==> config.mk <==
export PLATFORM = sky130hd
export DESIGN_NAME = triggered_pattern_output_port
export DESIGN_NICKNAME = d
export VERILOG_FILES = /design/src/logic/pattern_out_pkg.sv /design/src/logic/pin_sync.sv /design/src/logic/triggered_pattern_output_port.sv
export SDC_FILE = /design/constraint.sdc
export NUM_CORES = 1
export LEC_CHECK = 0
export BUFFER_PORTS_ARGS = -buffer_cell sky130_fd_sc_hd__buf_4
export CORE_UTILIZATION = 55
export CTS_CLUSTER_DIAMETER = 60
export CTS_CLUSTER_SIZE = 28
export DETAILED_ROUTE_END_ITERATION = 10
export PLACE_DENSITY_LB_ADDON = 0.12
export RECOVER_POWER = 100
export SKIP_CTS_REPAIR_TIMING = 1
export SYNTH_ARGS = -nofsm -noshare
export SYNTH_HDL_FRONTEND = slang
export SYNTH_SLANG_ARGS = --single-unit
==> constraint.sdc <==
create_clock -name clk -period 2.77 [get_ports clk]
set_input_delay 0.277 -clock clk [delete_from_list [all_inputs] [get_ports clk]]
set_output_delay 0.277 -clock clk [all_outputs]
set_load 0.01 [all_outputs]
==> src/logic/pattern_out_pkg.sv <==
/*
 Constants, register offsets, reset values and carriers for the triggered pattern output unit.
 Assumes an 8-bit special-register access port with 16-bit addresses on one clock.
*/
package pattern_out_pkg;

   localparam int unsigned ADDR_W = 16;
   localparam int unsigned DATA_W = 8;
   localparam int unsigned CH0_W  = 8;
   localparam int unsigned CH1_W  = 6;
   localparam int unsigned HALF_W = 4;

   localparam logic [15:0] PORT3_DIRECTION_ADDR    = 16'hff23;
   localparam logic [15:0] PATTERN_CH0_CONTROL_ADDR = 16'hff87;
   localparam logic [15:0] PATTERN_CH1_SELECT_ADDR  = 16'hff9e;
   localparam logic [15:0] PATTERN_CH1_CONTROL_ADDR = 16'hff9f;
   localparam logic [15:0] PATTERN_CH0_BUF_LO_ADDR  = 16'hff30;
   localparam logic [15:0] PATTERN_CH0_BUF_HI_ADDR  = 16'hff31;
   localparam logic [15:0] PATTERN_CH1_BUF_LO_ADDR  = 16'hff32;
   localparam logic [15:0] PATTERN_CH1_BUF_HI_ADDR  = 16'hff33;
   localparam logic [15:0] PATTERN_CH0_SELECT_ADDR  = 16'hff86;
   localparam logic [15:0] PORT3_DATA_ADDR          = 16'hff03;

   localparam logic [7:0] PORT3_DIRECTION_RST = 8'hff;
   localparam logic [7:0] CH0_SELECT_RST      = 8'h00;
   localparam logic [5:0] CH1_SELECT_RST      = 6'h00;
   localparam logic [7:0] PORT3_DATA_RST      = 8'h00;

   localparam int unsigned CTRL_OPERATE_BIT = 7;
   localparam int unsigned CTRL_EDGE_BIT    = 6;
   localparam int unsigned CTRL_WIDTH_BIT   = 5;
   localparam int unsigned CTRL_EXT_BIT     = 4;

   localparam int unsigned SYNC_STAGES = 2;

   typedef struct packed {
      logic operate;
      logic edge_rising;
      logic width_full;
      logic ext_trigger;
   } ch0_ctrl_s;

   typedef struct packed {
      logic operate;
      logic width_wide;
   } ch1_ctrl_s;

   localparam ch0_ctrl_s CH0_CTRL_RST = '0;
   localparam ch1_ctrl_s CH1_CTRL_RST = '0;

   typedef struct packed {
      logic                     wr;
      logic                     rd;
      logic [ADDR_W-1:0]        addr;
      logic [DATA_W-1:0]        wdata;
   } reg_req_s;

endpackage

==> src/logic/pin_sync.sv <==
/*
 Two-stage synchroniser for a group of asynchronous pin levels.
 Assumes the inputs are levels from outside the clock domain.
*/
`timescale 1ns/1ps
module pin_sync #(
   parameter int unsigned WIDTH = 1
) (
   input  wire logic             clk,
   input  wire logic             rst,
   input  wire logic [WIDTH-1:0] async_in,
   output logic      [WIDTH-1:0] sync_out
);
   import pattern_out_pkg::*;

   logic [WIDTH-1:0] meta_ff;
   logic [WIDTH-1:0] sync_ff;

   // The first stage feeds only the second stage.
   always_ff @(posedge clk)
   begin
      if (rst)
      begin
         meta_ff <= '0;
         sync_ff <= '0;
      end
      else
      begin
         meta_ff <= async_in;
         sync_ff <= meta_ff;
      end
   end

   assign sync_out = sync_ff;

endmodule

==> src/logic/triggered_pattern_output_port.sv <==
/*
 Two-channel triggered pattern output unit with its register file and port 3 pin control.
 Assumes timer triggers are one-cycle pulses on this clock and the external trigger is a pin.
*/
`timescale 1ns/1ps
// Behaviour
// - Selected trigger copies the pattern buffer into the output latch by hardware.
// - Channel 0 split mode: each half address writes only its own nibble.
// - Channel 0 full mode: a write to either address loads both halves.
// - Channel 0 reads give high nibble upper, low nibble lower, always.
// - Buffer read bits not selected for pattern output read as zero.
// - Channel 1 narrow mode: only the low 4 bits written; upper ignored.
// - Channel 1 wide mode: either address loads and reads all 6 bits.
// - Port direction register, 0 output, 1 input, resets to all ones.
// - Channel 0 per-bit select, pattern or ordinary port, cleared at reset.
// - Channel 1 per-bit select, 1 pattern, 0 forces zero, cleared at reset.
// - Channel 0 disabled drives zero on pattern pins; enabled allows transfers.
// - Channel 0 width bit: 0 two 4-bit halves, 1 one 8-bit channel.
// - External-trigger bit set makes the external input the channel 0 low-half trigger in split mode, the whole-channel trigger in full mode.
// - Channel 0 trigger routing per width and external-trigger settings.
// - Channel 1 control holds operate bit 7, width bit 5, others zero.
// - Channel 1 transfers on the second compare; width bit 0 narrow, 1 wide.
// - Ordinary port pins act as plain I/O, unaffected by pattern transfers.
module triggered_pattern_output_port (
   input  wire logic                            clk,
   input  wire logic                            rst,
   input  wire pattern_out_pkg::reg_req_s       reg_req,
   output logic [pattern_out_pkg::DATA_W-1:0]   reg_rdata,
   input  wire logic                            timer5_trigger,
   input  wire logic                            timer0_compare_trigger,
   input  wire logic                            timer0_second_compare_trigger,
   input  wire logic                            external_trigger_input,
   input  wire logic [pattern_out_pkg::CH0_W-1:0] port3_in,
   output logic [pattern_out_pkg::CH0_W-1:0]    ch0_pattern_pin,
   output logic [pattern_out_pkg::CH0_W-1:0]    ch0_pattern_pin_oe,
   output logic [pattern_out_pkg::CH1_W-1:0]    ch1_pattern_pin
);
   import pattern_out_pkg::*;

   logic [CH0_W-1:0]  port3_direction_ff;
   logic [CH0_W-1:0]  port3_data_ff;
   logic [CH0_W-1:0]  ch0_select_ff;
   logic [CH1_W-1:0]  ch1_select_ff;
   ch0_ctrl_s         ch0_ctrl_ff;
   ch1_ctrl_s         ch1_ctrl_ff;
   logic [HALF_W-1:0] ch0_buf_lo_ff;
   logic [HALF_W-1:0] ch0_buf_hi_ff;
   logic [HALF_W-1:0] ch1_buf_lo_ff;
   logic [1:0]        ch1_buf_hi_ff;
   logic [CH0_W-1:0]  ch0_latch_ff;
   logic [CH1_W-1:0]  ch1_latch_ff;
   logic [DATA_W-1:0] rdata_ff;
   logic [DATA_W-1:0] nxt_rdata;
   logic              ext_prev_ff;
   logic [CH0_W:0]    synced;
   logic              ext_level;
   logic [CH0_W-1:0]  port3_level;
   logic              ext_pulse;
   logic              load_hi;
   logic              load_lo;
   logic              ch1_load;
   logic              wr;
   logic              rd;
   logic [ADDR_W-1:0] addr;
   logic [DATA_W-1:0] wdata;

   assign wr    = reg_req.wr;
   assign rd    = reg_req.rd;
   assign addr  = reg_req.addr;
   assign wdata = reg_req.wdata;

   pin_sync #(
      .WIDTH (CH0_W + 1)
   ) u_pin_sync (
      .clk      (clk),
      .rst      (rst),
      .async_in ({external_trigger_input, port3_in}),
      .sync_out (synced)
   );

   assign ext_level   = synced[CH0_W];
   assign port3_level = synced[CH0_W-1:0];

   always_ff @(posedge clk)
   begin
      if (rst)
         ext_prev_ff <= 1'b0;
      else
         ext_prev_ff <= ext_level;
   end

   // Changing the edge select while the input is static creates no stray pulse.
   assign ext_pulse = ch0_ctrl_ff.edge_rising ? (ext_level & ~ext_prev_ff)
                                              : (~ext_level & ext_prev_ff);

   // Trigger routing for the two channel 0 halves.
   always_comb
   begin
      load_hi = 1'b0;
      load_lo = 1'b0;
      if (ch0_ctrl_ff.operate)
      begin
         case ({ch0_ctrl_ff.width_full, ch0_ctrl_ff.ext_trigger})
            2'b00:
            begin
               load_hi = timer5_trigger;
               load_lo = timer0_compare_trigger;
            end
            2'b01:
            begin
               load_hi = timer0_compare_trigger;
               load_lo = ext_pulse;
            end
            2'b10:
            begin
               load_hi = timer0_compare_trigger;
               load_lo = timer0_compare_trigger;
            end
            default:
            begin
               load_hi = ext_pulse;
               load_lo = ext_pulse;
            end
         endcase
      end
   end

   assign ch1_load = ch1_ctrl_ff.operate & timer0_second_compare_trigger;

   // Control, select and port 3 registers.
   always_ff @(posedge clk)
   begin
      if (rst)
      begin
         port3_direction_ff <= PORT3_DIRECTION_RST;
         port3_data_ff      <= PORT3_DATA_RST;
         ch0_select_ff      <= CH0_SELECT_RST;
         ch1_select_ff      <= CH1_SELECT_RST;
         ch0_ctrl_ff        <= CH0_CTRL_RST;
         ch1_ctrl_ff        <= CH1_CTRL_RST;
      end
      else if (wr)
      begin
         case (addr)
            PORT3_DIRECTION_ADDR:
               port3_direction_ff <= wdata;
            PORT3_DATA_ADDR:
               port3_data_ff <= wdata;
            PATTERN_CH0_SELECT_ADDR:
               ch0_select_ff <= wdata;
            PATTERN_CH1_SELECT_ADDR:
               ch1_select_ff <= wdata[CH1_W-1:0];
            PATTERN_CH0_CONTROL_ADDR:
               ch0_ctrl_ff <= {wdata[CTRL_OPERATE_BIT], wdata[CTRL_EDGE_BIT],
                               wdata[CTRL_WIDTH_BIT], wdata[CTRL_EXT_BIT]};
            PATTERN_CH1_CONTROL_ADDR:
               ch1_ctrl_ff <= {wdata[CTRL_OPERATE_BIT], wdata[CTRL_WIDTH_BIT]};
            default:
               ;
         endcase
      end
   end

   // Pattern buffers; contents are undefined-free by clearing them at reset.
   always_ff @(posedge clk)
   begin
      if (rst)
      begin
         ch0_buf_lo_ff <= '0;
         ch0_buf_hi_ff <= '0;
         ch1_buf_lo_ff <= '0;
         ch1_buf_hi_ff <= '0;
      end
      else if (wr)
      begin
         if (addr == PATTERN_CH0_BUF_LO_ADDR || addr == PATTERN_CH0_BUF_HI_ADDR)
         begin
            if (ch0_ctrl_ff.width_full)
            begin
               ch0_buf_hi_ff <= wdata[7:4];
               ch0_buf_lo_ff <= wdata[3:0];
            end
            else if (addr == PATTERN_CH0_BUF_LO_ADDR)
               ch0_buf_lo_ff <= wdata[3:0];
            else
               ch0_buf_hi_ff <= wdata[7:4];
         end
         if (ch1_ctrl_ff.width_wide &&
             (addr == PATTERN_CH1_BUF_LO_ADDR || addr == PATTERN_CH1_BUF_HI_ADDR))
         begin
            ch1_buf_hi_ff <= wdata[5:4];
            ch1_buf_lo_ff <= wdata[3:0];
         end
         else if (!ch1_ctrl_ff.width_wide && addr == PATTERN_CH1_BUF_LO_ADDR)
            ch1_buf_lo_ff <= wdata[3:0];
      end
   end

   // Output latches take the old buffer value even if software writes in the trigger cycle.
   always_ff @(posedge clk)
   begin
      if (rst)
      begin
         ch0_latch_ff <= '0;
         ch1_latch_ff <= '0;
      end
      else
      begin
         if (load_hi)
            ch0_latch_ff[7:4] <= ch0_buf_hi_ff;
         if (load_lo)
            ch0_latch_ff[3:0] <= ch0_buf_lo_ff;
         if (ch1_load && ch1_ctrl_ff.width_wide)
            ch1_latch_ff <= {ch1_buf_hi_ff, ch1_buf_lo_ff};
         else if (ch1_load)
            ch1_latch_ff[3:0] <= ch1_buf_lo_ff;
      end
   end

   // Read image, answered one cycle after the read strobe.
   always_comb
   begin
      nxt_rdata = rdata_ff;
      if (rd)
      begin
         case (addr)
            PORT3_DIRECTION_ADDR:
               nxt_rdata = port3_direction_ff;
            PORT3_DATA_ADDR:
               nxt_rdata = (port3_direction_ff & port3_level) |
                           (~port3_direction_ff & port3_data_ff);
            PATTERN_CH0_SELECT_ADDR:
               nxt_rdata = ch0_select_ff;
            PATTERN_CH1_SELECT_ADDR:
               nxt_rdata = {2'h0, ch1_select_ff};
            PATTERN_CH0_CONTROL_ADDR:
               nxt_rdata = {ch0_ctrl_ff, 4'h0};
            PATTERN_CH1_CONTROL_ADDR:
               nxt_rdata = {ch1_ctrl_ff.operate, 1'b0, ch1_ctrl_ff.width_wide, 5'h00};
            PATTERN_CH0_BUF_LO_ADDR, PATTERN_CH0_BUF_HI_ADDR:
               nxt_rdata = {ch0_buf_hi_ff, ch0_buf_lo_ff} & ch0_select_ff;
            PATTERN_CH1_BUF_LO_ADDR, PATTERN_CH1_BUF_HI_ADDR:
               if (ch1_ctrl_ff.width_wide)
                  nxt_rdata = {2'h0, ch1_buf_hi_ff, ch1_buf_lo_ff & ch1_select_ff[3:0]}
                              & {2'h0, ch1_select_ff};
               else
                  nxt_rdata = {4'h0, ch1_buf_lo_ff & ch1_select_ff[3:0]};
            default:
               nxt_rdata = 8'h00;
         endcase
      end
   end

   always_ff @(posedge clk)
   begin
      if (rst)
         rdata_ff <= 8'h00;
      else
         rdata_ff <= nxt_rdata;
   end

   assign reg_rdata = rdata_ff;

   // Pin drive: pattern bits show the latch only while enabled, port bits show the port latch.
   assign ch0_pattern_pin = (ch0_select_ff & ch0_latch_ff & {CH0_W{ch0_ctrl_ff.operate}})
                            | (~ch0_select_ff & port3_data_ff);
   assign ch0_pattern_pin_oe = ~port3_direction_ff;
   assign ch1_pattern_pin = ch1_select_ff & ch1_latch_ff
                            & {CH1_W{ch1_ctrl_ff.operate}};
endmodule

# Word level (Yosys, flattened, before mapping)
# Index checks and enable logic that the tools add are counted.
dict set report totals {
  register_bits 91
  inputBits 40
  output_inout_bits 30
}
dict set report classes {
  n_eq_ne 13
  n_mux 15
  bitwise 19
  n_reduce_logical 24
}
# cell n
set op_table {}
lappend op_table {{16-bit equality test, second input constant} 10}
lappend op_table {{8-bit one-hot mux with 8 select lines} 1}
lappend op_table {{8-bit bitwise AND} 6}
lappend op_table {{4-bit two-way mux} 8}
lappend op_table {{6-bit bitwise AND} 3}
lappend op_table {{8-bit NOT} 2}
lappend op_table {{8-bit bitwise OR} 2}
lappend op_table {{2-bit AND reduction} 8}
lappend op_table {{2-bit OR reduction} 4}
lappend op_table {{6-bit two-way mux} 1}
lappend op_table {{3-bit AND reduction} 2}
lappend op_table {{2-bit nonzero test} 3}
lappend op_table {{4-bit bitwise AND} 1}
lappend op_table {{1-bit two-way mux} 4}
lappend op_table {{1-bit bitwise AND} 3}
lappend op_table {{1-bit logical AND} 3}
lappend op_table {{2-bit by 1-bit equality test with 1-bit output, second input constant} 1}
lappend op_table {{2-bit equality test, second input constant} 1}
lappend op_table {{2-bit zero test} 1}
lappend op_table {{1-bit logical OR} 2}
lappend op_table {{2-bit != test, second input constant} 1}
lappend op_table {{1-bit NOT} 2}
lappend op_table {{1-bit one-hot mux with 2 select lines} 1}
lappend op_table {{1-bit zero test} 1}

# Logic depth before layout (Yosys ltp)
dict set report logic_depth {
  depth_word 5
  ltp_mapped 7
  mapped_depth_nobuf 6
}

# Hierarchy
# Synthesis repeated with hierarchy kept, for this count alone.
dict set report unflattened {
  hier_cells 467
  area_unflattened_um2 4246.6
}
# mod n_inst cells_per_inst area_per_inst_um2 seq_area_each_um2
set modules_own_cells {}
lappend modules_own_cells {triggered_pattern_output_port 1 430 3757.4 1461.4}
lappend modules_own_cells {pin_sync 1 37 489.2 360.3}

# Worst setup path after synthesis
# OpenSTA, ideal clock, no wires.
dict set report synth_timing {
  path_kind {input port to flip-flop}
  from {input port reg_req[11] (netlist bit)}
  to {register port3_direction_ff[6]}
  t_arrival_ns 2.117
  required_time_ns 2.648
  slack_ns 0.530
  path_stages 7
  path_cell_list {or4_4 buf_6 or3_4 nor3_4 buf_6 a21oi_2 a311o_1}
}
dict set report synth_via {
  elab_chain_cells 2
}
# element line
set synth_lines {}
lappend synth_lines {{start, declared} triggered_pattern_output_port.sv:27} ;# input wire pattern_out_pkg::reg_req_s reg_req,
lappend synth_lines {{16-bit equality test} triggered_pattern_output_port.sv:144} ;# case (addr)
lappend synth_lines {{2-bit AND reduction (no line)} n/a}
lappend synth_lines {{end signal, assigned} triggered_pattern_output_port.sv:146} ;# port3_direction_ff <= wdata;
lappend synth_lines {{end, declared} triggered_pattern_output_port.sv:40} ;# logic [CH0_W-1:0] port3_direction_ff;
# No other way between the ends.
# A chain may end at the register's enable or synchronous reset.

# Worst setup path after layout
# Same ends and word-level chain as after synthesis.

==> reports/results.env <==
TOP_LEVEL_PORTS=70
SYNTH-WARNING-COUNT=0
GLOBAL_ROUTE.USAGE.MET2_PCT=47.2
ACTUAL_TRANSITION_AT_THE_WORST_MAX_TRANSITION_PIN_PS=1810
CORE.ROWCOUNT=31
SYN-NUM-NETS=532
VIOLATED_CHECKS='max-capacitance violations, max-slew violations'
DIE_X_UM=88.9
CLOCK_BUFFER_DEPTH=2
GRTUSAGETOTAL_PCT=30.7
FINAL_PERIOD_MINUS_WORST_SETUP_SLACK_PS=2360
DETAILEDROUTE.FIRSTPASSITERATIONCOUNT=5
CPPEAKSTAGEDELAY_PS=740
TNS_PS=0
HTREE_LEVELS=3
INSERTEDDIODECOUNT=0
DETAILROUTE.VIA_COUNT=3835
GR-TOTAL-OVERFLOW=0
SYN-MEAN-INSTANCE-AREA_UM2=8.49
FIRST_GLOBAL_VIAS=3420
YS_SEQ_ELEMENTS=91
LAYOUT-DRIVE-GT1-SHARE_PCT=11.3
AREA_DELTA_SYNTH_FINAL_PCT=15.2
SETUP.WORST_PATH.END_CLASS='register'
DOMINANTREGCELLSYNTH='dfxtp_1'
DIE-AREA_MM2=0.00790
ANTENNA_FOUND_INITIAL=0
DESIGN.FINAL.NETS=588
CTS_MADE_BUFFERS=9
USE_MET1_PCT=42.8
FINALCOREUTILIZATION_PCT=65.6
POWER.DENSITY_CELL_AREA_mW_PER_MM2=516
POSTSYNTHCELLCOUNT=489
ROUTED_WIRELENGTH_UM=11700
TIMING.MAX_CAP.VIOLATIONS=1
CRIT_CHAIN='clkbuf_1, or4_1, or3_1, nor3_4, clkbuf_2, a21oi_1, a311o_1'
CRIT_BUF_INV=2
PLACEABLECOREAREA_MM2=0.00729
ROUTE.DETAILED.VIAS_PER_INST=5.91
MAX_FREQUENCY_MHz=424
GRT_USE_MET3_PCT=6.74
FINALMAXSLEWVIOLATIONS=92
START_KIND='primary input'
CLOCK_TREE.ROOT_CELL='clkbuf_8'
ASYNC_S_R_FF_SHARE_SYNTH_PCT=0
CLOCK_SINK_COUNT=91
MAX_SLEW_MARGIN_PCT=-20.7
TIMING_WORST_SETUP_PATH_TYPE='in -> reg'
EFFECTIVE_UTILIZATION_AT_FLOORPLAN_PCT=57.0
FINALSETUPVIOLATIONS=0
QUANTITY_OF_I_O_BUFFERS_INSERTED_ON_PORTS=69
WL_PER_CELL_UM=18.0
FIRST_PASS_GRT_WIRE_LENGTH_UM=17900
SYNTH-SEQ-AREA-SHARE_PCT=43.9
SYNTH_EDF_COUNT=0
VDD_IR_DROP_MAX_uV=336
CTS.REPORTEDPATHS.CLKPINSLEW_PS=100
SYNTH.DISTINCT_CELLS=56
CRITICAL-PATH-SLOWEST-CELL='or4_1'
CRITICAL_PATH.TOP_DELAY_FAMILY='simple AND/OR/NAND/NOR gates'
TIMING_HOLD_VIOLATIONS_FINAL=0
NUM-FILL-CELLS=687
MAXIMUM_NUMBER_OF_PINS_ON_ONE_NET_BEFORE_GLOBAL_ROUTE_REPAIR=92
GLOBALPLACE.CONGESTION=0.915
TIMING.CRITICAL_PATH.FANOUT_MAX=16
TOTAL_STANDARD_CELL_AREA_AFTER_SYNTHESIS_MM2=0.00415
DRC_VIOLATIONS=0
TRITONCTS='yes'
HOLD_PATH.CLASS='in -> reg'
FINAL_CYCLE_UTILIZATION_OF_THE_CRITICAL_PATH_PCT=85.2
DETAILED_ROUTE_ITER0_VIOLATIONS=314
DIE_Y_UM=88.9
REQUIRED_PS=3030
TOP_USAGE_LAYER='met2'
CRIT_ARRIVAL_PS=2630
ESTIMATED_WIRELENGTH_OF_THE_DETAIL_PLACED_DESIGN_UM=8070
LEAKAGEPOWER_uW=0.00185
WORST_CLOCK_SKEW_PS=11.5
OUTCOME='finished, violations left'
ANT_NETS=0
INSERTION_DELAY_PS=390
RSZ_0062_RAISED_AFTER_GLOBAL_ROUTING='no'
-- cells by family (layout without fill, tap and decap cells) --
| group | after synthesis | count (layout) | share of synthesized area, % |
|---|---|---|---|
| buf+inv | 53 | 114 | 5.27 |
| xor+xnor | 1 | 1 | 0.211 |
| flops | 91 | 91 | 43.9 |
| fa+ha+maj | 3 | 3 | 0.904 |
| simple gates | 199 | 199 | 25.1 |
| compound gates | 111 | 111 | 17.2 |
| mux | 31 | 31 | 7.50 |
-- flip-flops by register name, summed over array words and instances, names as in the netlist, 6 cells and up --
| register | count |
|---|---|
| u_pin_sync.meta_ff | 9 |
| u_pin_sync.sync_out | 9 |
| ch0_latch_ff | 8 |
| ch0_select_ff | 8 |
| port3_data_ff | 8 |
| port3_direction_ff | 8 |
| reg_rdata | 8 |
| ch1_latch_ff | 6 |
| ch1_select_ff | 6 |
-- layout make-up --
class,instances,area [um2],area share (%)
Clock buffer,10,138,2.88
Clock inverter,6,82.6,1.73
Inverter,21,78.8,1.65
Multi-Input combinational cell,345,2090,43.8
Sequential cell,91,1820,38.1
Tap cell,99,124,2.59
Timing Repair Buffer,77,445,9.31
-- path summary, 6_finish.rpt --
kind / startpoint / endpoint / slack, ps / cells after the start
worst max-delay path: reg_req[11] / port3_direction_ff[6]$_SDFFE_PP1P_ / 410 / 7
worst min register to register: u_pin_sync.meta_ff[3]$_SDFF_PP0_ / u_pin_sync.sync_out[3]$_SDFF_PP0_ / 440 / 1
worst max register to register: ch0_ctrl_ff[1]$_SDFFE_PP0P_ / ch0_latch_ff[0]$_SDFFE_PP0P_ / 840 / 6
worst min-delay path: port3_in[4] / u_pin_sync.meta_ff[4]$_SDFF_PP0_ / 100 / 2
-- placed cells by master (no fill, tap or decap), types with 19 or more instances in the layout --
cell type / Yosys / routed
a21oi_1: 46 / 47
nand3_1: 37 / 37
o21ai_0: 21 / 21
buf_4: 0 / 40
nand2_1: 35 / 35
inv_1: 21 / 21
clkbuf_1: 28 / 34
nor2b_1: 19 / 19
mux2i_1: 30 / 30
nor2_1: 49 / 49
dfxtp_1: 91 / 91
-- through the flow --
stage / worst slack (ps) / power (uW) / instance area [um2] / std cells / hold slack, ps
final: 409 / 2470 / 4780 / 649 / 100
after global routing: 307 / 2530 / 4780 / 649 / 99.0
after CTS: 687 / 2470 / 4940 / 649 / 102
after detailed placement: 307 / 1500 / 4720 / 633 / 423
after global placement: 314 / 1490 / 4720 / 633 / 417
after floorplan: 530 / 1420 / 4150 / 489 / 405
-- metal layers --
metal / vias to the layer above / share of wire (%) / wire (um)
met5: - / 0 / 0
met4: 0 / 1.8 / 205
met3: 19 / 6.6 / 773
met2: 164 / 45 / 5280
met1: 1797 / 46 / 5430
li1: 1855 / - / -
-- power by group --
| group | switching (uW) | total, uW | internal (uW) |
|---|---|---|---|
| combinational | 85.2 | 142 | 56.4 |
| sequential | 4.70 | 1320 | 1320 |
| clock | 540 | 1000 | 462 |
-- synth_stat cells, types with 5 or more instances --
cell	number	area (um2)
mux2i_1	30	300
nand3_1	37	185
nor2b_1	19	119
dfxtp_1	91	1820
a21oi_1	46	230
nor2_1	49	184
a311o_1	8	80.1
nor3_1	6	30.0
nor4_1	5	31.3
a221oi_1	6	52.6
and3_1	10	62.6
nand2_1	35	131
clkbuf_1	28	105
inv_1	21	78.8
nand2b_1	10	62.6
o21ai_0	21	105
No activity file was read; power rests on OpenSTA's default activity.
